`config.mk`:
```
export PLATFORM = sky130hd
export DESIGN_NAME = cdff_frame_formatter
export DESIGN_NICKNAME = d
export VERILOG_FILES = /design/src/logic/cdff_pkg.sv /design/src/logic/cdff_id_filter.sv /design/src/logic/cdff_seq_slot.sv /design/src/logic/cdff_frame_formatter.sv
export VERILOG_INCLUDE_DIRS = /design/src /design/src/logic
export SDC_FILE = /design/constraint.sdc
export NUM_CORES = 1
export LEC_CHECK = 0
export ABC_AREA = 1
export BUFFER_PORTS_ARGS = -buffer_cell sky130_fd_sc_hd__buf_2
export CAP_MARGIN = 5
export CORE_MARGIN = 3
export CORE_UTILIZATION = 45
export DETAILED_ROUTE_END_ITERATION = 10
export PLACE_DENSITY = 0.8
export RECOVER_POWER = 50
export SYNTH_ARGS = -nofsm -noshare
export SYNTH_HDL_FRONTEND = slang
export SYNTH_SLANG_ARGS = --single-unit
```
`constraint.sdc`:
```
create_clock -name clk -period 4 [get_ports clk]
set_input_delay 0.8 -clock clk [delete_from_list [all_inputs] [get_ports clk]]
set_output_delay 0.8 -clock clk [all_outputs]
set_load 0.01 [all_outputs]
```
`src/logic/cdff_cfg.svh`:
```
// Purpose: constants for the diagnostic frame formatter
// Assumes: 11-bit identifiers, eight-byte frames
// Notes: included by the package and design modules
`ifndef CDFF_CFG_SVH
`define CDFF_CFG_SVH
`define CDFF_TX_ID_RST 11'h7df
`define CDFF_RX_ID_RST 11'h7e0
`define CDFF_RX_MASK_RST 11'h7f0
`define CDFF_PAD_BYTE 8'h00
`define CDFF_FC_BYTE0 8'h30
`define CDFF_FC_BYTE1 8'h00
`define CDFF_FC_BYTE2 8'h00
`define CDFF_FC_OFFSET 11'h008
`define CDFF_MAX_SF 4'h7
`define CDFF_FRAME_BYTES 4'h8
`define CDFF_PCI_SF 4'h0
`define CDFF_PCI_FF 4'h1
`define CDFF_PCI_CF 4'h2
`define CDFF_PCI_FC 4'h3
`endif

```
`src/logic/cdff_pkg.sv`:
```
// Purpose: types shared by the formatter modules
// Assumes: constants come from cdff_cfg.svh
// Notes: line kinds tell the host text side how to print
`include "cdff_cfg.svh"
package cdff_pkg;
	typedef enum logic [2:0] {
		CDFF_LINE_SINGLE = 3'b000,
		CDFF_LINE_LENGTH = 3'b001,
		CDFF_LINE_SEQ = 3'b010,
		CDFF_LINE_FC = 3'b011,
		CDFF_LINE_RTR = 3'b100,
		CDFF_LINE_RAW = 3'b101
	} cdff_line_t;
	typedef enum logic [1:0] {
		CDFF_TX_IDLE = 2'b00,
		CDFF_TX_SEND = 2'b01
	} cdff_tx_state_t;
endpackage : cdff_pkg

```
`src/logic/cdff_id_filter.sv`:
```
// Purpose: acceptance filter on 11-bit identifiers
// Assumes: wildcard digits come in as mask nibbles of zero
// Notes: purely combinational
`timescale 1ns/1ps
`include "cdff_cfg.svh"
module cdff_id_filter #(
	parameter int ID_W = 11
) (
	input wire logic [ID_W-1:0] id,
	input wire logic [ID_W-1:0] match_id,
	input wire logic [ID_W-1:0] match_mask,
	output logic accept
);
	assign accept = ((id ^ match_id) & match_mask) == '0;
endmodule : cdff_id_filter

```
`src/logic/cdff_seq_slot.sv`:
```
// Purpose: reassembly state for one responder
// Assumes: start and step are one-cycle pulses
// Notes: instantiated once per slot
`timescale 1ns/1ps
`include "cdff_cfg.svh"
module cdff_seq_slot (
	input wire logic clk,
	input wire logic sys_rst,
	input wire logic start,
	input wire logic step,
	output logic [3:0] seq_q,
	output logic active_q
);
	// digit from 1 to f then wraps to 0
	always_ff @(posedge clk) begin
		if (sys_rst) begin
			seq_q <= 4'h0;
			active_q <= 1'b0;
		end else if (start) begin
			seq_q <= 4'h1;
			active_q <= 1'b1;
		end else if (step) begin
			seq_q <= seq_q + 4'h1;
		end
	end
endmodule : cdff_seq_slot

```
`src/logic/cdff_frame_formatter.sv`:
```
// Purpose: frames host requests and unframes received CAN frames
// Assumes: CAN controller and host text side are outside; frames are 8-byte vectors
// Notes: reports one line per accepted frame with a kind and digit, except remote or zero-length frames while formatting is on and headers are off
`timescale 1ns/1ps
`include "cdff_cfg.svh"
module cdff_frame_formatter #(
	parameter int SLOTS = 16
) (
	input wire logic clk,
	input wire logic sys_rst,
	input wire logic set_transmit_header_cmd,
	input wire logic [10:0] cmd_id,
	input wire logic set_receive_address_cmd,
	input wire logic [10:0] cmd_mask,
	input wire logic header_display_on_cmd,
	input wire logic header_display_off_cmd,
	input wire logic auto_format_on,
	input wire logic auto_format_off,
	input wire logic req_valid,
	input wire logic [63:0] req_data,
	input wire logic [3:0] req_len,
	output logic req_ready,
	output logic tx_valid,
	input wire logic tx_ready,
	output logic [10:0] tx_id,
	output logic [63:0] tx_data,
	input wire logic rx_valid,
	input wire logic [10:0] rx_id,
	input wire logic rx_rtr,
	input wire logic [3:0] rx_dlc,
	input wire logic [63:0] rx_data,
	output logic line_valid,
	output cdff_pkg::cdff_line_t line_kind,
	output logic [10:0] line_id,
	output logic line_show_id,
	output logic [3:0] line_seq,
	output logic [11:0] line_total,
	output logic [63:0] line_data,
	output logic [3:0] line_count,
	output logic hdr_on,
	output logic fmt_on
);
	import cdff_pkg::*;
	// ==========================================
	// configuration
	logic [10:0] tx_id_q;
	logic [10:0] rx_id_q;
	logic [10:0] rx_mask_q;
	logic hdr_q;
	logic fmt_q;
	always_ff @(posedge clk) begin
		if (sys_rst) begin
			tx_id_q <= `CDFF_TX_ID_RST;
		end else if (set_transmit_header_cmd) begin
			tx_id_q <= cmd_id;
		end
	end
	always_ff @(posedge clk) begin
		if (sys_rst) begin
			rx_id_q <= `CDFF_RX_ID_RST;
			rx_mask_q <= `CDFF_RX_MASK_RST;
		end else if (set_receive_address_cmd) begin
			rx_id_q <= cmd_id;
			rx_mask_q <= cmd_mask;
		end
	end
	always_ff @(posedge clk) begin
		if (sys_rst) begin
			hdr_q <= 1'b0;
			fmt_q <= 1'b1;
		end else begin
			if (header_display_on_cmd) begin
				hdr_q <= 1'b1;
			end else if (header_display_off_cmd) begin
				hdr_q <= 1'b0;
			end
			if (auto_format_on) begin
				fmt_q <= 1'b1;
			end else if (auto_format_off) begin
				fmt_q <= 1'b0;
			end
		end
	end
	assign hdr_on = hdr_q;
	assign fmt_on = fmt_q;
	// ==========================================
	// receive classification
	logic accept;
	logic [3:0] pci_type;
	logic is_rtr;
	logic [3:0] slot;
	cdff_id_filter #(.ID_W(11)) u_filter (
		.id(rx_id),
		.match_id(rx_id_q),
		.match_mask(rx_mask_q),
		.accept(accept)
	);
	assign pci_type = rx_data[63:60];
	assign is_rtr = rx_rtr || (rx_dlc == 4'h0);
	assign slot = rx_id[3:0];
	logic rx_take;
	logic rx_ff;
	logic rx_cf;
	assign rx_take = rx_valid && accept;
	assign rx_ff = rx_take && !is_rtr && (pci_type == `CDFF_PCI_FF);
	assign rx_cf = rx_take && !is_rtr && (pci_type == `CDFF_PCI_CF);
	// ==========================================
	// per-responder reassembly
	logic [SLOTS-1:0] slot_start;
	logic [SLOTS-1:0] slot_step;
	logic [3:0] slot_seq [SLOTS];
	logic [SLOTS-1:0] slot_act;
	genvar gi;
	generate
		for (gi = 0; gi < SLOTS; gi++) begin : g_slot
			assign slot_start[gi] = rx_ff && (slot == 4'(gi));
			assign slot_step[gi] = rx_cf && (slot == 4'(gi));
			cdff_seq_slot u_slot (
				.clk(clk),
				.sys_rst(sys_rst),
				.start(slot_start[gi]),
				.step(slot_step[gi]),
				.seq_q(slot_seq[gi]),
				.active_q(slot_act[gi])
			);
		end
	endgenerate
	// ==========================================
	// report lines
	logic lv_q;
	cdff_line_t lk_q;
	logic [10:0] lid_q;
	logic lshow_q;
	logic [3:0] lseq_q;
	logic [11:0] ltot_q;
	logic [63:0] ld_q;
	logic [3:0] lc_q;
	always_ff @(posedge clk) begin
		if (sys_rst) begin
			lv_q <= 1'b0;
			lk_q <= CDFF_LINE_SINGLE;
			lid_q <= 11'h000;
			lshow_q <= 1'b0;
			lseq_q <= 4'h0;
			ltot_q <= 12'h000;
			ld_q <= 64'h0;
			lc_q <= 4'h0;
		end else begin
			lv_q <= 1'b0;
			if (rx_take && !(is_rtr && fmt_q && !hdr_q)) begin
				lv_q <= 1'b1;
				lid_q <= rx_id;
				lshow_q <= hdr_q;
				lseq_q <= 4'h0;
				ltot_q <= 12'h000;
				ld_q <= rx_data;
				lc_q <= rx_dlc;
				if (is_rtr) begin
					lk_q <= CDFF_LINE_RTR;
					lc_q <= 4'h0;
				end else if (pci_type == `CDFF_PCI_FC) begin
					lk_q <= CDFF_LINE_FC;
				end else if (!fmt_q || hdr_q) begin
					lk_q <= CDFF_LINE_RAW;
				end else if (pci_type == `CDFF_PCI_FF) begin
					lk_q <= CDFF_LINE_LENGTH;
					ltot_q <= rx_data[59:48];
					ld_q <= {rx_data[47:0], 16'h0};
					lc_q <= 4'h6;
				end else if (pci_type == `CDFF_PCI_CF) begin
					lk_q <= CDFF_LINE_SEQ;
					lseq_q <= slot_seq[slot];
					ld_q <= {rx_data[55:0], 8'h0};
					lc_q <= 4'h7;
				end else begin
					lk_q <= CDFF_LINE_SINGLE;
					ld_q <= {rx_data[55:0], 8'h0};
					lc_q <= (rx_data[59:56] > `CDFF_MAX_SF) ? `CDFF_MAX_SF : rx_data[59:56];
				end
			end
		end
	end
	assign line_valid = lv_q;
	assign line_kind = lk_q;
	assign line_id = lid_q;
	assign line_show_id = lshow_q;
	assign line_seq = lseq_q;
	assign line_total = ltot_q;
	assign line_data = ld_q;
	assign line_count = lc_q;
	// ==========================================
	// transmit path
	cdff_tx_state_t st_q;
	logic [10:0] txid_q;
	logic [63:0] txd_q;
	logic fc_pend_q;
	logic [10:0] fc_id_q;
	logic [63:0] pad_mask;
	logic [63:0] req_body;
	logic [3:0] sf_len;
	// flow control pending after first frame
	always_ff @(posedge clk) begin
		if (sys_rst) begin
			fc_pend_q <= 1'b0;
			fc_id_q <= 11'h000;
		end else if (rx_ff) begin
			fc_pend_q <= 1'b1;
			fc_id_q <= rx_id - `CDFF_FC_OFFSET;
		end else if (st_q == CDFF_TX_IDLE) begin
			fc_pend_q <= 1'b0;
		end
	end
	assign sf_len = (req_len > `CDFF_MAX_SF) ? `CDFF_MAX_SF : req_len;
	always_comb begin
		pad_mask = '1;
		if (fmt_q) begin
			pad_mask = ~(64'hffffffffffffffff >> {sf_len, 3'b000});
			req_body = {4'h0, sf_len, req_data[63:8]};
			pad_mask = {8'hff, pad_mask[63:8]};
		end else begin
			pad_mask = (req_len >= `CDFF_FRAME_BYTES) ? 64'hffffffffffffffff
				: ~(64'hffffffffffffffff >> {req_len, 3'b000});
			req_body = req_data;
		end
	end
	assign req_ready = (st_q == CDFF_TX_IDLE) && !fc_pend_q && !rx_ff;
	always_ff @(posedge clk) begin
		if (sys_rst) begin
			st_q <= CDFF_TX_IDLE;
			txid_q <= 11'h000;
			txd_q <= 64'h0;
		end else begin
			case (st_q)
				CDFF_TX_IDLE: begin
					if (fc_pend_q) begin
						txid_q <= fc_id_q;
						txd_q <= {`CDFF_FC_BYTE0, `CDFF_FC_BYTE1, `CDFF_FC_BYTE2, {5{`CDFF_PAD_BYTE}}};
						st_q <= CDFF_TX_SEND;
					end else if (req_valid && req_ready) begin
						txid_q <= tx_id_q;
						txd_q <= (req_body & pad_mask) | ({8{`CDFF_PAD_BYTE}} & ~pad_mask);
						st_q <= CDFF_TX_SEND;
					end
				end
				CDFF_TX_SEND: begin
					if (tx_ready) begin
						st_q <= CDFF_TX_IDLE;
					end
				end
				default: begin
					st_q <= CDFF_TX_IDLE;
				end
			endcase
		end
	end
	assign tx_valid = (st_q == CDFF_TX_SEND);
	assign tx_id = txid_q;
	assign tx_data = txd_q;
	// ==========================================
	// checks
	AST_FILTER_GATES: assert property (@(posedge clk) disable iff (sys_rst)
		(rx_valid && !accept) |=> !line_valid) else $error("rejected frame reported");
	AST_RTR_HIDDEN: assert property (@(posedge clk) disable iff (sys_rst)
		(line_valid && line_kind == CDFF_LINE_RTR) |-> ($past(hdr_q) || !$past(fmt_q)))
		else $error("remote marker while hidden");
	AST_FC_FOLLOWS: assert property (@(posedge clk) disable iff (sys_rst)
		(rx_ff && st_q == CDFF_TX_IDLE && !fc_pend_q) |=> ##1 (tx_valid && tx_data[63:56] == `CDFF_FC_BYTE0))
		else $error("flow control not sent");
	AST_TX_ID: assert property (@(posedge clk) disable iff (sys_rst)
		(req_valid && req_ready) |=> (tx_valid && tx_id == $past(tx_id_q))) else $error("wrong transmit id");
	AST_SF_PCI: assert property (@(posedge clk) disable iff (sys_rst)
		(req_valid && req_ready && fmt_q) |=> tx_data[63:56] == {4'h0, $past(sf_len)})
		else $error("bad single frame byte");
	AST_TX_HOLD: assert property (@(posedge clk) disable iff (sys_rst)
		(tx_valid && !tx_ready) |=> (tx_valid && $stable(tx_data))) else $error("frame changed while stalled");
	AST_LEN_LINE: assert property (@(posedge clk) disable iff (sys_rst)
		(rx_ff && accept && fmt_q && !hdr_q) |=> (line_kind == CDFF_LINE_LENGTH && line_total == $past(rx_data[59:48])))
		else $error("length line wrong");
	AST_HDR_SHOW: assert property (@(posedge clk) disable iff (sys_rst)
		line_valid |-> line_show_id == $past(hdr_q)) else $error("id display mismatch");
endmodule : cdff_frame_formatter

```
* Yosys cells after proc, flatten, opt, wreduce, memory -nomap -nowiden *
Index checks and enable logic that the tools add are counted.

word-level totals
  word-level logic and storage cells = 268
  flip-flop bits (word level) = 288

operators by class
  magnitude comparators = 4
  $add $sub $neg = 17
  reductions and logical operators = 92
  shift-type cells = 2
  eq/ne operators = 21
  bitwise operators = 6
  muxes and demuxes = 76

operators with widths
  cell                                                                    count
  64-bit two-way mux                                                      9
  64-bit inverter                                                         2
  64-bit by 7-bit >> shifter with 64-bit output (first input constant)    2
  4-bit by 1-bit adder with 4-bit output (second input constant)          16
  64-bit bitwise AND                                                      1
  4-bit two-way mux                                                       14
  12-bit two-way mux                                                      4
  1-bit logical AND                                                       42
  2-bit nonzero test                                                      19
  1-bit two-way mux                                                       37
  2-bit OR reduction                                                      17
  4-bit equality test (second input constant)                             8
  11-bit two-way mux                                                      2
  4-bit binary-select mux with 4-bit select                               1
  4-bit by 2-bit equality test with 1-bit output (second input constant)  4
  4-bit by 3-bit equality test with 1-bit output (second input constant)  4
  11-bit bitwise AND                                                      1
  11-bit zero test                                                        1
  11-bit by 4-bit subtractor with 11-bit output (second input constant)   1
  11-bit XOR                                                              1
  2-bit two-way mux                                                       5
  3-bit two-way mux                                                       3
  4-bit by 1-bit equality test with 1-bit output (second input constant)  2
  4-bit by 3-bit > comparator with 1-bit output (second input constant)   2
  12 further kinds                                                        20

* Longest topological paths before layout *
  depth after elaboration = 12
  gate-level depth with buffers = 15
  depth with buffers taken out = 14

* Cells and area by module *
A second synthesis with hierarchy kept.

unflattened totals
  cells, all modules = 2266
  area, all modules = 14835.5 µm²

modules (own cells, without submodules)
  module                cells each  times used  area each (µm²)
  cdff_frame_formatter  1790        1           11353.4
  cdff_seq_slot         26          16          201.4
  cdff_id_filter        60          1           259.0

* Worst setup path before layout *
No wires, ideal clock.

  path type = input -> output
  start point = input port rx_id[10]
  end point = output port req_ready
  setup slack = 1.555 ns
  data arrival time = 1.645 ns
  buffers on the path = 0
  cell stages on the path = 7
  required time = 3.200 ns
  path through = or2_2 nand3_1 nand2_1 nor2_2 nand4_4 nand2_1 inv_1

between the ends
  word-level cells in the longest chain between the ends = 8

ends and longest elaborated chain
  item                             line                         text
  start: declaration               cdff_frame_formatter.sv:28   input wire logic [10:0] rx_id,
  11-bit XOR                       cdff_id_filter.sv:14         assign accept = ((id ^ match_id) & match_mask) == '0;
  11-bit bitwise AND               cdff_id_filter.sv:14
  11-bit zero test                 cdff_id_filter.sv:14
  1-bit logical AND                cdff_frame_formatter.sv:104  assign rx_take = rx_valid && accept;
  1-bit logical AND (2 in series)  cdff_frame_formatter.sv:105  assign rx_ff = rx_take && !is_rtr && (pci_type == `CDFF_PCI_FF);
  1-bit zero test                  cdff_frame_formatter.sv:226  assign req_ready = (st_q == CDFF_TX_IDLE) && !fc_pend_q && !rx_ff;
  1-bit logical AND                cdff_frame_formatter.sv:226
  end: declaration                 cdff_frame_formatter.sv:22   output logic req_ready,

Every way passes these cells.

* Worst setup path in the final report *
  start point = input port rx_id[0]
  end point = output port req_ready

The elaborated chain is that of the path after synthesis.

==> impl_results.md <==
- Status: finished with violations
- Final std cells w/o fill: about 2900
- Cells after synthesis: about 2200
- MaxCap Viol Count: 1
- Async SR Flop Fraction: 0%
- CTS Sinks: 287
- Hold path depth: 3
- Finished layout cell area: 17100 um^2
- Synthesized cell area: 14500 um^2
- Inst Count DP: 2827
- Vias/cell: 5.49
- Largest fanout on the critical path: 7
- Max-slew violation count: 42
- Start point of the worst hold path: cmd_mask[5]
- CP arrival: 2.48 ns
- Synth top area share: 39.7%
- Setup crit end kind: output port
- Uppermost layer routed: met5
- Core Util, Final: a little over half
- Final number of setup-violating endpoints: 0
- Commonest cells after routing, fill and taps aside: nand2_1, dfxtp_1, nor2_1, clkbuf_1, o21ai_0
- DRC: 0
- Slew @ Worst Pin: 2.34 ns
- Vias in the first global route: 14700
- Initial core utilization: 45.7%
- Worst Setup Slack, final: 0.717 ns
- Post-Syn Area per Cell: 6.66 um^2
- IO Pins: 360
- Max frequency: 305 MHz
- Crit path top cell by count: nand2_1
- Crit share post-route: 82.1%
- NumNets Final: roughly 2700
- DRT Wirelength: 48.3 mm
- Unrepaired setup endpoints after global routing: no
- Cell taking the most area after synthesis: dfxtp_1
- Met3 WL: between 4 and 5 mm
- Post-CTS Setup Inserts: 0
- TNS Setup: 0 ns
- Met1 WL: 19.1 mm
- PortBufs: 359
- Crit Reg-Reg Startpoint: fmt_on$_SDFFE_PP1P_
- Hold slack: roughly 0.45 ns
- Worst min path class: primary input to flip-flop
- Critical setup path kind: primary input to output port
- Placed Area: 16400 um^2
- Largest net degree at the start of global routing: 109
- Worst slack, placed: ~0.77 ns
- R2r setup slk: roughly 1.2 ns
- CTS tree: yes
- Clock Tree Buf Depth: 3
- 1st-pass router iterations: 6
- YS warnings: 0
- RePlAce Congestion: a little over 0.9
- Fraction of layout cells with a size suffix above 1: 10.4%
- Commonest non-fill, non-tap cell in the layout: nand2_1
- Iteration-0 DRC count of the detailed router: 1192
- Synth area leaders: dfxtp_1, nand2_1, nor2_1
- Main flop type after synthesis: dfxtp_1
- Root Buffer: clkbuf_16
- Final Hold Fails: 0
- Worst setup SP type: primary input
- Failing checks: capacitance limit, slew limit
- Peak supply drop: ~0.00031 V
- # rows: 65
- Number of gates resized after CTS: 0
- Crit-path slowest cell: nand4_1
- Reg clk slew, reported paths: 0.06 ns
- WL met2: 22.2 mm
- CORE AREA: 31600 um^2
- Mapped Nets: 2369
- EDFF count, synth: 0
- Total track usage: 26.3%
- CP required: 3.20 ns
- Netlist cell types: 42
- Initial antenna violation count: 5
- Hold worst-path end: rx_mask_q[5]$_SDFFE_PP1P_
- Total Die Area: 34300 um^2
- Max incr delay on CP: roughly 0.35 ns
- Fin crit period: 3.28 ns
- Power Density: just under 400 nW/um^2
- Detail Route Antenna Nets: 0
- Wire per inst: 16.7 um
- Clk Latency, worst-skew pair: 0.56 ns
- DP HPWL: ~34 mm
- Global-route wire length before repair: 74.2 mm
- Clock Skew: around 0.017 ns
- Fillcell total: 3139
- #FFs+latches synth: 287
- Slew Limit Headroom: -56.3%
- DR vias: 15800
- Leakage: 7.90 nW
- Layout overhead on the synthesized area: 18.3%
- Chip width: between 150 and 200 um
- Hold_buf cts: 0
- Die span in y: 185 um
- Worst r2r path cells: 7
- GRT overflow: 0
- Total Power: 6.61 mW
- R2r endpoint: tx_data[39]$_SDFFE_PP0P_
- H-tree lvl count: 1
- Cts bufs inserted: 31
- Crit path cell chain: clkbuf_1 > inv_1 > nand2_1 > nand3_1 > nand2_1 > inv_1 > nand2_1 > nor2_1 > nand4_1 > nand2_1 > inv_1 > buf_2
- Sequential fraction of the synthesis area: 39.7%
==> synth_stat cells (2+ instances only) <==
library cell / number
a21boi_0: 10
a21oi_1: 134
a22oi_1: 21
buf_1: 11
buf_2: 27
buf_4: 2
buf_6: 4
clkbuf_1: 84
clkinv_1: 4
dfxtp_1: 287
ha_1: 17
inv_1: 169
inv_2: 5
nand2_1: 569
nand3_1: 169
nand3b_1: 24
nand4_1: 22
nor2_1: 285
nor2_2: 4
nor2_4: 2
nor3_1: 4
o2111ai_1: 4
o211a_1: 13
o21ai_0: 187
o21ai_1: 4
o221ai_1: 2
o22ai_1: 54
or2_1: 3
xnor2_1: 16
xor2_1: 22
==> cell type report <==
class                      instances  area, um^2  area share [%]
clock buffer                      48         900            5.26
timing repair buffer             382        1750            10.2
antenna                            3        7.51          0.0439
multi-input combinational       1578        7480            43.7
tap                              402         503            2.94
clock inverter                     5        53.8           0.315
sequential                       287        5750            33.6
inverter                         178         673            3.94
==> registers in the layout, summed over array words and instances, names as in the netlist, 4 cells and up <==
register	count
tx_data	64
rx_mask_q	11
line_seq	4
line_id	11
line_data	64
fc_id_q	11
line_count	4
g_slot.u_slot.seq_q	64
rx_id_q	11
tx_id_q	11
tx_id	11
line_total	12
==> critical path: cells and delay by family <==
family / cells / cell delay, ns
buffers and inverters: 5 / 0.72
and+or+nand+nor: 7 / 0.98
==> worst max-delay path by stage <==
stage / cells after the start / endpoint / from / slack [ns]
6_report: 12 / req_ready / rx_id[0] / 0.72
5_1_grt: 12 / req_ready / rx_id[0] / 0.50
3_5_place_dp: 8 / line_data[46]$_SDFFE_PP0P_ / rx_dlc[0] / 0.77
4_1_cts: 12 / req_ready / rx_id[0] / 0.99
2_1_floorplan: 7 / req_ready / rx_id[10] / 1.55
3_3_place_gp: 8 / line_data[48]$_SDFFE_PP0P_ / rx_dlc[0] / 0.79
==> layer usage <==
metal  GRT usage, %  vias up
met5              0        -
met2           43.7      824
met1           32.7     7166
met3           6.40      160
met4           11.3        8
li1               -     7661
==> power by group <==
| group | total, mW | switching [mW] | internal, mW |
|---|---|---|---|
| Sequential | 3.01 | 0.0511 | 2.96 |
| Clock | 2.75 | 1.16 | 1.59 |
| Combinational | 0.849 | 0.563 | 0.285 |
| Total | 6.61 | 1.77 | 4.83 |
==> logic make-up (layout without fill, tap and decap cells) <==
family	count (synthesis)	count (layout)	share of synthesized area, %
AND/OR/NAND/NOR	1087	1087	31.2
AO/OA/AOI/OAI	436	436	16.9
buffers and inverters	306	613	8.44
flip-flops	287	287	39.7
XOR/XNOR	38	38	2.30
adder cells (fa/ha/maj)	17	17	1.47
other	0	3	0
Note: power is estimated with default switching activity, not from simulation.
